===== config.mk =====
export PLATFORM = sky130hd
export DESIGN_NAME = dssq_top
export DESIGN_NICKNAME = d
export VERILOG_FILES = /design/src/dssq_pkg.sv /design/src/dssq_top.sv /design/src/dssq_cond.sv
export SDC_FILE = /design/constraint.sdc
export NUM_CORES = 1
export LEC_CHECK = 0
export ABC_AREA = 1
export BUFFER_PORTS_ARGS = -buffer_cell sky130_fd_sc_hd__buf_2
export CORE_MARGIN = 3
export CORE_UTILIZATION = 25
export CTS_BUF_LIST = sky130_fd_sc_hd__clkbuf_8
export CTS_CLUSTER_SIZE = 10
export DETAILED_ROUTE_END_ITERATION = 8
export HOLD_SLACK_MARGIN = 0.15
export PLACE_DENSITY = 0.46
export SYNTH_ARGS = -nofsm -noshare
export SYNTH_HDL_FRONTEND = slang
export SYNTH_SLANG_ARGS = --single-unit

===== constraint.sdc =====
create_clock -name REF_CLK -period 7.8 [get_ports REF_CLK]
set_input_delay 1.56 -clock REF_CLK [delete_from_list [all_inputs] [get_ports REF_CLK]]
set_output_delay 1.56 -clock REF_CLK [all_outputs]
set_load 0.03 [all_outputs]

===== src/dssq_pkg.sv =====
// package for the data set 2 step sequencer
// assumes a single 40 MHz clock and an AXI4-Lite register bus
package dssq_pkg;

	// ---------------------------------------------------------------
	// register map (byte addresses)
	// ---------------------------------------------------------------
	localparam logic [7:0] OFF_MOTION = 8'h00;
	localparam logic [7:0] OFF_FINE   = 8'h04;
	localparam logic [7:0] OFF_COARSE = 8'h08;
	localparam logic [7:0] OFF_ATTR   = 8'h0C;
	localparam logic [7:0] OFF_VAL1   = 8'h10;
	localparam logic [7:0] OFF_VAL2   = 8'h14;
	localparam logic [7:0] OFF_CTRL   = 8'h18;
	localparam logic [7:0] OFF_STATUS = 8'h1C;
	localparam logic [7:0] OFF_TARGET = 8'h20;

	// ---------------------------------------------------------------
	// fields and codes
	// ---------------------------------------------------------------
	localparam int ATTR_C1_LSB  = 0;
	localparam int ATTR_C2_LSB  = 4;
	localparam int ATTR_LOG_LSB = 8;
	localparam int CTRL_START   = 0;
	localparam int CTRL_ABORT   = 1;
	localparam int STAT_DONE    = 1;
	localparam int STAT_EMPTY   = 2;

	localparam logic [1:0] MOT_EMPTY = 2'h0;
	localparam logic [1:0] MOT_ABS   = 2'h1;
	localparam logic [1:0] MOT_REL   = 2'h2;

	localparam logic [3:0] CT_NONE  = 4'h0;
	localparam logic [3:0] CT_DELAY = 4'h1;
	localparam logic [3:0] CT_EDGE  = 4'h2;
	localparam logic [3:0] CT_LEVEL = 4'h3;

	localparam logic [3:0] LG_NONE = 4'h0;
	localparam logic [3:0] LG_AND  = 4'h1;
	localparam logic [3:0] LG_OR   = 4'h2;

	localparam logic [15:0] EV_RISE = 16'h0000;
	localparam logic [15:0] EV_FALL = 16'h0001;
	localparam logic [15:0] EV_HIGH = 16'h0003;
	localparam logic [15:0] EV_LOW  = 16'h0004;

	localparam logic signed [15:0] TGT_MAX     = 16'sh270F;
	localparam logic signed [15:0] TGT_MIN     = -16'sh270F;
	localparam logic signed [31:0] COARSE_UNIT = 32'sh0000_2710;
	localparam logic [1:0]         MOTION_MAX  = 2'h2;

	localparam logic [1:0] RESP_OKAY   = 2'h0;
	localparam logic [1:0] RESP_SLVERR = 2'h2;

	// ---------------------------------------------------------------
	// timing
	// ---------------------------------------------------------------
	localparam int MS_NS         = 1000000;
	localparam int CLK_PERIOD_NS = 25;
	localparam int MS_CYCLES     = MS_NS / CLK_PERIOD_NS;

	// ---------------------------------------------------------------
	// carriers
	// ---------------------------------------------------------------
	typedef struct packed {
		logic [1:0]         motion;
		logic signed [15:0] fine;
		logic signed [15:0] coarse;
		logic [15:0]        attr;
		logic [15:0]        val1;
		logic [15:0]        val2;
	} dssq_cfg_s;

	typedef enum logic [1:0] {
		SQ_IDLE = 2'b00,
		SQ_WAIT = 2'b01
	} dssq_state_e;

endpackage : dssq_pkg


===== src/dssq_top.sv =====
// data set 2 registers and step-change sequencer behind an AXI4-Lite slave
// assumes one 40 MHz clock; the two discrete inputs are asynchronous pins
`timescale 1ns/1ps

// Function
// coarse target: signed units of 10000 pulses, -9999..+9999, default 0
// fine target: signed single pulses -9999..+9999, added to coarse part
// type 0 empty, 1 absolute target, 2 relative target
// condition types none, delay, edge, level; one watches step, two secondary
// logic field: 0 no combination, 1 both conditions, 2 either condition
// condition one value: 16-bit unsigned, default 0
// condition two value: 16-bit unsigned, default 0
// no-condition type ignores its value and is met at once
// delay type waits value milliseconds before being met
// edge type: value 0 rising, 1 falling, 2 either edge
// level type: value 3 input high, value 4 input low
// attribute resets to all zero fields
// inputs synchronised first; with no combination only condition one counts
module dssq_top #(
	parameter int MS_CYCLES = dssq_pkg::MS_CYCLES
) (
	// clock and reset
	input  wire logic        REF_CLK,
	input  wire logic        RST_N,
	input  wire logic        CE,
	// discrete inputs
	input  wire logic        STEP_IN,
	input  wire logic        SECONDARY_CONDITION_INPUT,
	// sequencer outputs
	output logic             STEP_ADVANCE,
	output logic             SEQ_BUSY,
	output logic             TARGET_RELATIVE,
	output logic [31:0]      TARGET_POS,
	// axi4-lite write address
	input  wire logic [7:0]  S_AXI_AWADDR,
	input  wire logic        S_AXI_AWVALID,
	output logic             S_AXI_AWREADY,
	// axi4-lite write data
	input  wire logic [31:0] S_AXI_WDATA,
	input  wire logic [3:0]  S_AXI_WSTRB,
	input  wire logic        S_AXI_WVALID,
	output logic             S_AXI_WREADY,
	// axi4-lite write response
	output logic [1:0]       S_AXI_BRESP,
	output logic             S_AXI_BVALID,
	input  wire logic        S_AXI_BREADY,
	// axi4-lite read address
	input  wire logic [7:0]  S_AXI_ARADDR,
	input  wire logic        S_AXI_ARVALID,
	output logic             S_AXI_ARREADY,
	// axi4-lite read data
	output logic [31:0]      S_AXI_RDATA,
	output logic [1:0]       S_AXI_RRESP,
	output logic             S_AXI_RVALID,
	input  wire logic        S_AXI_RREADY
);
	// ---------------------------------------------------------------
	// declarations
	// ---------------------------------------------------------------
	dssq_pkg::dssq_cfg_s   cfg_r;
	dssq_pkg::dssq_state_e state_r;
	logic [1:0]  sync1_r;
	logic [1:0]  sync2_r;
	logic        awready_r;
	logic        wready_r;
	logic        bvalid_r;
	logic [1:0]  bresp_r;
	logic        arready_r;
	logic        rvalid_r;
	logic [1:0]  rresp_r;
	logic [31:0] rdata_r;
	logic [7:0]  awaddr_r;
	logic [31:0] wdata_r;
	logic [3:0]  wstrb_r;
	logic        aw_full_r;
	logic        w_full_r;
	logic        wr_fire;
	logic [15:0] wr_val;
	logic        wr_ok;
	logic        wr_map;
	logic        start_r;
	logic        abort_r;
	logic        arm;
	logic        done_r;
	logic        empty_r;
	logic        step_r;
	logic        busy_r;
	logic [31:0] target_r;
	logic        rel_r;
	logic [15:0] presc_r;
	logic        ms_tick;
	logic        c1_met;
	logic        c2_met;
	logic        comb_met;
	logic        clr_done;
	logic        clr_empty;
	logic [31:0] rd_mux;
	logic        rd_map;
	logic signed [31:0] target_calc;

	localparam logic [15:0] PRESC_LAST = 16'(MS_CYCLES - 1);

	// ---------------------------------------------------------------
	// input synchronisers
	// ---------------------------------------------------------------
	always_ff @(posedge REF_CLK or negedge RST_N) begin
		if (!RST_N) begin
			sync1_r <= 2'h0;
			sync2_r <= 2'h0;
		end else if (CE) begin
			sync1_r <= {SECONDARY_CONDITION_INPUT, STEP_IN};
			sync2_r <= sync1_r;
		end
	end

	// ---------------------------------------------------------------
	// axi4-lite write path
	// ---------------------------------------------------------------
	assign wr_fire = aw_full_r && w_full_r && !bvalid_r;
	// merge byte lanes 0 and 1 into the old word
	always_comb begin
		wr_val = 16'h0000;
		case (awaddr_r)
			dssq_pkg::OFF_MOTION: wr_val = {14'h0000, cfg_r.motion};
			dssq_pkg::OFF_FINE:   wr_val = cfg_r.fine;
			dssq_pkg::OFF_COARSE: wr_val = cfg_r.coarse;
			dssq_pkg::OFF_ATTR:   wr_val = cfg_r.attr;
			dssq_pkg::OFF_VAL1:   wr_val = cfg_r.val1;
			dssq_pkg::OFF_VAL2:   wr_val = cfg_r.val2;
			default:              wr_val = 16'h0000;
		endcase
		if (wstrb_r[0]) begin
			wr_val[7:0] = wdata_r[7:0];
		end
		if (wstrb_r[1]) begin
			wr_val[15:8] = wdata_r[15:8];
		end
	end

	// out-of-range targets and motion types are refused with slverr
	always_comb begin
		wr_map = 1'b1;
		wr_ok  = 1'b1;
		case (awaddr_r)
			dssq_pkg::OFF_MOTION: wr_ok = wr_val <= {14'h0000, dssq_pkg::MOTION_MAX};
			dssq_pkg::OFF_FINE, dssq_pkg::OFF_COARSE: begin
				wr_ok = $signed(wr_val) <= dssq_pkg::TGT_MAX
				     && $signed(wr_val) >= dssq_pkg::TGT_MIN;
			end
			dssq_pkg::OFF_ATTR, dssq_pkg::OFF_VAL1, dssq_pkg::OFF_VAL2,
			dssq_pkg::OFF_CTRL, dssq_pkg::OFF_STATUS: wr_ok = 1'b1;
			default: begin
				wr_map = 1'b0;
				wr_ok  = 1'b0;
			end
		endcase
	end

	always_ff @(posedge REF_CLK or negedge RST_N) begin
		if (!RST_N) begin
			awready_r <= 1'b1;
			wready_r  <= 1'b1;
			aw_full_r <= 1'b0;
			w_full_r  <= 1'b0;
			awaddr_r  <= 8'h00;
			wdata_r   <= 32'h0000_0000;
			wstrb_r   <= 4'h0;
			bvalid_r  <= 1'b0;
			bresp_r   <= dssq_pkg::RESP_OKAY;
		end else if (CE) begin
			if (S_AXI_AWVALID && awready_r) begin
				aw_full_r <= 1'b1;
				awready_r <= 1'b0;
				awaddr_r  <= S_AXI_AWADDR;
			end
			if (S_AXI_WVALID && wready_r) begin
				w_full_r <= 1'b1;
				wready_r <= 1'b0;
				wdata_r  <= S_AXI_WDATA;
				wstrb_r  <= S_AXI_WSTRB;
			end
			if (wr_fire) begin
				aw_full_r <= 1'b0;
				w_full_r  <= 1'b0;
				awready_r <= 1'b1;
				wready_r  <= 1'b1;
				bvalid_r  <= 1'b1;
				bresp_r   <= (wr_ok && wr_map) ? dssq_pkg::RESP_OKAY : dssq_pkg::RESP_SLVERR;
			end else if (bvalid_r && S_AXI_BREADY) begin
				bvalid_r <= 1'b0;
			end
		end
	end

	// ---------------------------------------------------------------
	// data set 2 parameters
	// ---------------------------------------------------------------
	always_ff @(posedge REF_CLK or negedge RST_N) begin
		if (!RST_N) begin
			cfg_r <= '0;
		end else if (CE && wr_fire && wr_ok) begin
			case (awaddr_r)
				dssq_pkg::OFF_MOTION: cfg_r.motion <= wr_val[1:0];
				dssq_pkg::OFF_FINE:   cfg_r.fine   <= wr_val;
				dssq_pkg::OFF_COARSE: cfg_r.coarse <= wr_val;
				dssq_pkg::OFF_ATTR:   cfg_r.attr   <= wr_val;
				dssq_pkg::OFF_VAL1:   cfg_r.val1   <= wr_val;
				dssq_pkg::OFF_VAL2:   cfg_r.val2   <= wr_val;
				default:              cfg_r        <= cfg_r;
			endcase
		end
	end

	// control pulses and write-one-to-clear requests
	assign clr_done  = wr_fire && awaddr_r == dssq_pkg::OFF_STATUS && wstrb_r[0]
	                   && wdata_r[dssq_pkg::STAT_DONE];
	assign clr_empty = wr_fire && awaddr_r == dssq_pkg::OFF_STATUS && wstrb_r[0]
	                   && wdata_r[dssq_pkg::STAT_EMPTY];

	always_ff @(posedge REF_CLK or negedge RST_N) begin
		if (!RST_N) begin
			start_r <= 1'b0;
			abort_r <= 1'b0;
		end else if (CE) begin
			start_r <= wr_fire && awaddr_r == dssq_pkg::OFF_CTRL && wstrb_r[0]
			           && wdata_r[dssq_pkg::CTRL_START];
			abort_r <= wr_fire && awaddr_r == dssq_pkg::OFF_CTRL && wstrb_r[0]
			           && wdata_r[dssq_pkg::CTRL_ABORT];
		end
	end

	// ---------------------------------------------------------------
	// sequencer
	// ---------------------------------------------------------------
	// an empty set is never armed, so no step is produced for it
	assign arm = start_r && state_r == dssq_pkg::SQ_IDLE
	             && cfg_r.motion != dssq_pkg::MOT_EMPTY;
	assign target_calc = 32'(cfg_r.coarse) * dssq_pkg::COARSE_UNIT
	                     + 32'(cfg_r.fine);

	// millisecond prescaler restarts on arm so delays start cleanly
	assign ms_tick = presc_r == PRESC_LAST;
	always_ff @(posedge REF_CLK or negedge RST_N) begin
		if (!RST_N) begin
			presc_r <= 16'h0000;
		end else if (CE) begin
			if (arm || ms_tick) begin
				presc_r <= 16'h0000;
			end else begin
				presc_r <= presc_r + 16'h0001;
			end
		end
	end

	dssq_cond u_cond_one (
		.clk     (REF_CLK),
		.rst_n   (RST_N),
		.ce      (CE),
		.arm     (arm),
		.active  (state_r == dssq_pkg::SQ_WAIT),
		.ms_tick (ms_tick),
		.typ     (cfg_r.attr[dssq_pkg::ATTR_C1_LSB +: 4]),
		.val     (cfg_r.val1),
		.sig     (sync2_r[0]),
		.met     (c1_met)
	);

	dssq_cond u_cond_two (
		.clk     (REF_CLK),
		.rst_n   (RST_N),
		.ce      (CE),
		.arm     (arm),
		.active  (state_r == dssq_pkg::SQ_WAIT),
		.ms_tick (ms_tick),
		.typ     (cfg_r.attr[dssq_pkg::ATTR_C2_LSB +: 4]),
		.val     (cfg_r.val2),
		.sig     (sync2_r[1]),
		.met     (c2_met)
	);

	always_comb begin
		case (cfg_r.attr[dssq_pkg::ATTR_LOG_LSB +: 4])
			dssq_pkg::LG_AND: comb_met = c1_met & c2_met;
			dssq_pkg::LG_OR:  comb_met = c1_met | c2_met;
			default:          comb_met = c1_met;
		endcase
	end

	always_ff @(posedge REF_CLK or negedge RST_N) begin
		if (!RST_N) begin
			state_r  <= dssq_pkg::SQ_IDLE;
			busy_r   <= 1'b0;
			step_r   <= 1'b0;
			target_r <= 32'h0000_0000;
			rel_r    <= 1'b0;
		end else if (CE) begin
			step_r <= 1'b0;
			case (state_r)
				dssq_pkg::SQ_IDLE: begin
					if (arm) begin
						state_r  <= dssq_pkg::SQ_WAIT;
						busy_r   <= 1'b1;
						target_r <= target_calc;
						rel_r    <= cfg_r.motion == dssq_pkg::MOT_REL;
					end
				end
				dssq_pkg::SQ_WAIT: begin
					if (abort_r) begin
						state_r <= dssq_pkg::SQ_IDLE;
						busy_r  <= 1'b0;
					end else if (comb_met) begin
						state_r <= dssq_pkg::SQ_IDLE;
						busy_r  <= 1'b0;
						step_r  <= 1'b1;
					end
				end
				default: begin
					state_r <= dssq_pkg::SQ_IDLE;
					busy_r  <= 1'b0;
				end
			endcase
		end
	end

	// sticky flags: a new event beats a clear in the same cycle
	always_ff @(posedge REF_CLK or negedge RST_N) begin
		if (!RST_N) begin
			done_r  <= 1'b0;
			empty_r <= 1'b0;
		end else if (CE) begin
			if (step_r) begin
				done_r <= 1'b1;
			end else if (clr_done) begin
				done_r <= 1'b0;
			end
			if (start_r && cfg_r.motion == dssq_pkg::MOT_EMPTY) begin
				empty_r <= 1'b1;
			end else if (clr_empty) begin
				empty_r <= 1'b0;
			end
		end
	end

	// ---------------------------------------------------------------
	// axi4-lite read path
	// ---------------------------------------------------------------
	always_comb begin
		rd_map = 1'b1;
		case (S_AXI_ARADDR)
			dssq_pkg::OFF_MOTION: rd_mux = {30'h0000_0000, cfg_r.motion};
			dssq_pkg::OFF_FINE:   rd_mux = {16'h0000, cfg_r.fine};
			dssq_pkg::OFF_COARSE: rd_mux = {16'h0000, cfg_r.coarse};
			dssq_pkg::OFF_ATTR:   rd_mux = {16'h0000, cfg_r.attr};
			dssq_pkg::OFF_VAL1:   rd_mux = {16'h0000, cfg_r.val1};
			dssq_pkg::OFF_VAL2:   rd_mux = {16'h0000, cfg_r.val2};
			dssq_pkg::OFF_CTRL:   rd_mux = 32'h0000_0000;
			dssq_pkg::OFF_STATUS: rd_mux = {28'h000_0000, rel_r, empty_r, done_r,
			                                state_r == dssq_pkg::SQ_WAIT};
			dssq_pkg::OFF_TARGET: rd_mux = target_r;
			default: begin
				rd_mux = 32'h0000_0000;
				rd_map = 1'b0;
			end
		endcase
	end

	always_ff @(posedge REF_CLK or negedge RST_N) begin
		if (!RST_N) begin
			arready_r <= 1'b1;
			rvalid_r  <= 1'b0;
			rdata_r   <= 32'h0000_0000;
			rresp_r   <= dssq_pkg::RESP_OKAY;
		end else if (CE) begin
			if (S_AXI_ARVALID && arready_r) begin
				arready_r <= 1'b0;
				rvalid_r  <= 1'b1;
				rdata_r   <= rd_mux;
				rresp_r   <= rd_map ? dssq_pkg::RESP_OKAY : dssq_pkg::RESP_SLVERR;
			end else if (rvalid_r && S_AXI_RREADY) begin
				rvalid_r  <= 1'b0;
				arready_r <= 1'b1;
			end
		end
	end

	assign S_AXI_AWREADY   = awready_r;
	assign S_AXI_WREADY    = wready_r;
	assign S_AXI_BVALID    = bvalid_r;
	assign S_AXI_BRESP     = bresp_r;
	assign S_AXI_ARREADY   = arready_r;
	assign S_AXI_RVALID    = rvalid_r;
	assign S_AXI_RDATA     = rdata_r;
	assign S_AXI_RRESP     = rresp_r;
	assign STEP_ADVANCE    = step_r;
	assign SEQ_BUSY        = busy_r;
	assign TARGET_RELATIVE = rel_r;
	assign TARGET_POS      = target_r;

	// ---------------------------------------------------------------
	// checks
	// ---------------------------------------------------------------
	step_cause_a: assert property (@(posedge REF_CLK) disable iff (!RST_N)
		$rose(step_r) |-> $past(comb_met && state_r == dssq_pkg::SQ_WAIT && !abort_r))
		else $error("step without combined condition");
	and_both_a: assert property (@(posedge REF_CLK) disable iff (!RST_N)
		$rose(step_r) && $past(cfg_r.attr[dssq_pkg::ATTR_LOG_LSB +: 4]) == dssq_pkg::LG_AND
		|-> $past(c1_met && c2_met))
		else $error("and combination stepped on one condition");
	empty_arm_a: assert property (@(posedge REF_CLK) disable iff (!RST_N)
		CE && start_r && cfg_r.motion == dssq_pkg::MOT_EMPTY && state_r == dssq_pkg::SQ_IDLE
		|=> state_r == dssq_pkg::SQ_IDLE && empty_r)
		else $error("empty data set was armed");
	target_calc_a: assert property (@(posedge REF_CLK) disable iff (!RST_N)
		CE && arm |=> $signed(target_r) == $past(32'(cfg_r.coarse)) * dssq_pkg::COARSE_UNIT
		+ $past(32'(cfg_r.fine)))
		else $error("target not coarse times 10000 plus fine");
	range_err_a: assert property (@(posedge REF_CLK) disable iff (!RST_N)
		CE && wr_fire && awaddr_r == dssq_pkg::OFF_COARSE
		&& $signed(wr_val) > dssq_pkg::TGT_MAX
		|=> bvalid_r && bresp_r == dssq_pkg::RESP_SLVERR && $stable(cfg_r.coarse))
		else $error("out of range coarse target accepted");
	sync_path_a: assert property (@(posedge REF_CLK) disable iff (!RST_N)
		CE ##1 CE |-> sync2_r[0] == $past(STEP_IN, 2))
		else $error("step input not delayed by two stages");

	step_and_c: cover property (@(posedge REF_CLK) disable iff (!RST_N)
		$rose(step_r) && cfg_r.attr[dssq_pkg::ATTR_LOG_LSB +: 4] == dssq_pkg::LG_AND);
	step_delay_c: cover property (@(posedge REF_CLK) disable iff (!RST_N)
		$rose(step_r) && cfg_r.attr[dssq_pkg::ATTR_C1_LSB +: 4] == dssq_pkg::CT_DELAY);
	slverr_c: cover property (@(posedge REF_CLK) disable iff (!RST_N)
		bvalid_r && bresp_r == dssq_pkg::RESP_SLVERR);

endmodule : dssq_top


===== src/dssq_cond.sv =====
// one step-change condition evaluator
// assumes sig is already synchronised and ms_tick is a one-cycle pulse
`timescale 1ns/1ps
module dssq_cond (
	// clock and reset
	input  wire logic        clk,
	input  wire logic        rst_n,
	input  wire logic        ce,
	// control
	input  wire logic        arm,
	input  wire logic        active,
	input  wire logic        ms_tick,
	input  wire logic [3:0]  typ,
	input  wire logic [15:0] val,
	input  wire logic        sig,
	// result
	output logic             met
);
	logic        met_r;
	logic        prev_r;
	logic [15:0] cnt_r;
	logic        rise;
	logic        fall;
	logic        edge_hit;
	logic        lvl_ok;

	assign rise = sig & ~prev_r;
	assign fall = ~sig & prev_r;
	// values above 2 fall back to either edge
	assign edge_hit = (val == dssq_pkg::EV_RISE) ? rise :
	                  (val == dssq_pkg::EV_FALL) ? fall : (rise | fall);
	// only value 4 asks for low, anything else for high
	assign lvl_ok = (val == dssq_pkg::EV_LOW) ? ~sig : sig;
	assign met = met_r;

	always_ff @(posedge clk or negedge rst_n) begin
		if (!rst_n) begin
			prev_r <= 1'b0;
		end else if (ce) begin
			prev_r <= sig;
		end
	end

	always_ff @(posedge clk or negedge rst_n) begin
		if (!rst_n) begin
			met_r <= 1'b0;
			cnt_r <= 16'h0000;
		end else if (ce) begin
			if (arm) begin
				met_r <= 1'b0;
				cnt_r <= val;
			end else if (active) begin
				case (typ)
					dssq_pkg::CT_NONE: begin
						met_r <= 1'b1;
					end
					dssq_pkg::CT_DELAY: begin
						if (cnt_r == 16'h0000) begin
							met_r <= 1'b1;
						end else if (ms_tick) begin
							cnt_r <= cnt_r - 16'h0001;
						end
					end
					dssq_pkg::CT_EDGE: begin
						if (edge_hit) begin
							met_r <= 1'b1;
						end
					end
					dssq_pkg::CT_LEVEL: begin
						met_r <= lvl_ok;
					end
					default: begin
						met_r <= 1'b1;
					end
				endcase
			end
		end
	end

	// ---------------------------------------------------------------
	// checks
	// ---------------------------------------------------------------
	none_met_a: assert property (@(posedge clk) disable iff (!rst_n)
		ce && active && !arm && typ == dssq_pkg::CT_NONE |=> met_r)
		else $error("no-condition type did not report met");
	edge_rise_a: assert property (@(posedge clk) disable iff (!rst_n)
		ce && active && !arm && typ == dssq_pkg::CT_EDGE && val == dssq_pkg::EV_RISE
		&& !met_r && !rise |=> !met_r)
		else $error("edge condition met without a rising edge");
	level_low_a: assert property (@(posedge clk) disable iff (!rst_n)
		ce && active && !arm && typ == dssq_pkg::CT_LEVEL && val == dssq_pkg::EV_LOW
		|=> met_r == !$past(sig))
		else $error("low level condition wrong");
	delay_hold_a: assert property (@(posedge clk) disable iff (!rst_n)
		ce && active && !arm && typ == dssq_pkg::CT_DELAY && cnt_r != 16'h0000 && !met_r
		|=> !met_r)
		else $error("delay condition met before count expired");

endmodule : dssq_cond


==> impl_metrics.py <==
metrics = {
    "sta": {
        "fmax_mhz": 156,
        "finalCritPeriodShare": 0.823,
        "rsz0062_at_grt": "no",
        "fin_worst_skew_ns": 0.0563,
        "totalNegativeSetupSlack_ns": 0,
        "hold_viol": 0,
        "fin_crit_ns": 6.42,
        "setup_viol_count_final": 0,
        "worstMarginPinSlew_ns": 1.05,
        "final_max_slew_viol_count": 0,
        "maxSlewHeadroom": 0.298,
    },
    "cts": {
        "htree_levels": 2,
        "cts-root-buf": "clkbuf_8",
        "clk_latency_ns": 0.64,
        "path_clk_slew_ns": 0.07,
        "clock_path_buffers": 3,
        "postCtsHoldBufs": 0,
        "clkSinkCount": 244,
        "cts_setup_buffers": 0,
        "numCtsBuffers": 46,
        "cts_tree": "yes",
        "cts-resized-gates": 0,
    },
    "worst_setup_path": {
        "rr_endpoint": "TARGET_POS[29]",
        "cp_max_fo": 8,
        "regToRegStartpoint": "cfg_r[52]",
        "worst_ep_required_time_ns": 8.29,
        "critPathTopFamily": "adder cells",
        "crit_top_cell": "nand3_1",
        "setup.worst_path.end_class": "register",
        "start_kind": "register",
        "critPathSlowestCell": "dfrtp_1",
        "rrSetupSlack_ns": 1.38,
        "max_stage_delay_ns": 0.64,
        "arrival_ns": 6.91,
        "crit_type": "register to register",
        "path_buf_inv": 4,
        "ff2ff_path_depth": 29,
    },
    "run_status": {
        "outcome": "complete, no violations",
    },
    "synth": {
        "netlist_top_cells_area": "dfrtp_1, nand2_1, ha_1",
        "synth_flop_cell": "dfrtp_1",
        "yosysUniqueCellTypes": 61,
        "synth_seq_cells": 244,
        "yosysSeqAreaShare": 0.358,
        "synth_xor_area_frac": 0.0272,
        "synthDominantCellAreaShare": 0.353,
        "synth_mux_area_frac": 0,
        "synth.most_common_cell": "nand2_1",
        "async_flop_share": 1.00,
        "synth_common_cells": "nand2_1, inv_1, dfrtp_1, o21ai_0, nor2_1",
        "netlist_area_mm2": 0.0171,
        "synth_top_family_by_area": "simple AND/OR/NAND/NOR gates",
        "synth.avg_cell_area_um2": 7.72,
        "ys_warn_count": 0,
        "yosys.area_share.simple": 0.264,
        "synth_compound_area_frac": 0.121,
        "synth_fa_ha_area_frac": 0.141,
        "synthCells": 2211,
        "synth_edf_count": 0,
        "yosys.area.top_type": "dfrtp_1",
    },
    "power": {
        "p_sw_frac": 0.374,
        "pwr-share-comb": 0.232,
        "clkPwrFrac": 0.352,
        "pwr-share-seq": 0.417,
        "finalPower_w": 0.00364,
        "power.leakage_nw": 10.1,
        "pwr_density_cell_mw_per_mm2": 188,
        "vdd_drop_max_mv": 0.118,
        "intPower_w": 0.00228,
        "p_sw_w": 0.00136,
    },
    "route": {
        "drc": 0,
        "firstDrtPassIters": 8,
        "vias_per_cell": 4.85,
        "final_antenna_net_count": 0,
        "met2_length_um": 24500,
        "dr.first_iter.drc_count": 1246,
        "met1_length_um": 28300,
        "routed_wl_um": 58100,
        "maxUsedRoutingLayer": "met5",
        "avgRoutedWirePerCell_um": 18.1,
        "met3WireLength_um": 4010,
        "via_count": 15600,
    },
    "die": {
        "core_area_mm2": 0.0674,
        "initial_core_util": 0.253,
        "io_pins": 138,
        "dieWidth_um": 267,
        "rows": 95,
        "dieHeight_um": 267,
        "dieArea_mm2": 0.0715,
    },
    "min_path": {
        "hold_path_class": "register to register",
        "hold_path_depth": 1,
        "min_to": "S_AXI_RDATA[13]",
        "hold_start": "S_AXI_RDATA[13]",
    },
    "global_routing": {
        "grt_use_total": 0.161,
        "grt_start_max_net_pins": 111,
        "grt_pass1_wl_um": 89900,
        "grt_overflow": 0,
        "grt_pass1_vias": 15100,
        "antenna_found_initial": 3,
    },
    "final_layout": {
        "layout.nets": 2537,
        "drive_above_1_share": 0.109,
        "nFillCells": 7335,
        "stdcell_area_mm2": 0.0194,
        "synthToLayoutAreaGrowth_pct": 13.6,
    },
    "run": {
        "cap_violations": 0,
    },
    "place": {
        "place_hpwl_um": 43500,
        "io_buffers": 117,
        "place_congestion": 0.856,
        "place_area_mm2": 0.0185,
    },
}
## flip-flops by register name, summed over array words and instances, names as in the netlist, 2 cells and up
register          cells
wdata_r              16
wstrb_r               2
TARGET_POS           32
u_cond_two.cnt_r     16
S_AXI_RDATA          32
sync2_r               2
sync1_r               2
cfg_r                82
awaddr_r              8
u_cond_one.cnt_r     16
presc_r              16
## power by group through the flow
stage / Clock (W) / Combinational, W / Sequential, W
after floorplan: 0 / 0.000591 / 0.00152
after global placement: 0 / 0.000831 / 0.00153
after detailed placement: 0 / 0.000841 / 0.00154
after CTS: 0.00132 / 0.000843 / 0.00152
after global routing: 0.00138 / 0.000931 / 0.00154
final: 0.00128 / 0.000844 / 0.00152
## per-layer routing
layer  up-vias  track usage
met5         -            0
met4         4       0.0406
met3        92       0.0321
met2       506        0.243
met1      7503        0.235
li1       7508            -
## kinds of logic (layout without fill, tap and decap cells)
family,after synthesis,after routing
other cells,1,3
fa+ha+maj,165,165
xor+xnor,53,53
simple gates,1029,1029
compound gates,350,350
buf+inv,369,503
flops,244,244
## placed cells by master (no fill, tap or decap), drive strengths merged, types with 14 or more instances in the layout
master,count
buf,131
a21oi,76
o31ai,14
nor2,149
o21ai,166
nand3,127
nand2,613
nand4,78
nor3,31
xnor2,16
inv,306
ha,120
fa,45
clkbuf,56
dfrtp,241
nor4,14
xor2,37
o211ai,14
## worst register-to-register path: cells and delay by family (launching register included)
kind / cells / cell delay, ns
adders and majority gates: 7 / 2.86
AOI/OAI and AO/OA: 7 / 1.18
and+or+nand+nor: 10 / 1.17
DFF: 1 / 0.64
xor gates and xnor gates: 1 / 0.20
buffers and inverters: 4 / 0.19
## final cells by class
| type | instances | area [um2] | area share |
|---|---|---|---|
| multi-input cells | 1599 | 9480 | 0.489 |
| flip-flops and latches | 244 | 6110 | 0.315 |
| well taps | 873 | 1090 | 0.0563 |
| inverters | 288 | 1080 | 0.0558 |
| clock buffers | 56 | 771 | 0.0397 |
| repair buffers | 131 | 701 | 0.0361 |
| clock inverters | 28 | 163 | 0.00838 |
| diodes | 1 | 2.50 | 0.000129 |
## metrics by stage
stage / std cells / worst slack, ns / hold slack, ns / utilization
after floorplan: 2212 / 2.11 / 0.442 / -
after global placement: 3135 / 1.39 / 0.455 / 0.274
after detailed placement: 3135 / 1.41 / 0.461 / 0.274
after CTS: 3219 / 1.36 / 0.475 / 0.288
after global routing: 3220 / 0.805 / 0.495 / 0.288
final: 3220 / 1.38 / 0.472 / 0.288
## worst max-delay path by stage
stage                   start  cells after the start  slack [ns]              to
detailed placement  cfg_r[52]                     29        1.41  TARGET_POS[29]
floorplan           cfg_r[52]                     33        2.11  TARGET_POS[31]
finish              cfg_r[52]                     29        1.38  TARGET_POS[29]
global placement    cfg_r[52]                     29        1.39  TARGET_POS[29]
CTS                 cfg_r[52]                     29        1.36  TARGET_POS[29]
global route        cfg_r[52]                     33        0.81  TARGET_POS[31]
(Power assumes the default switching activity.)
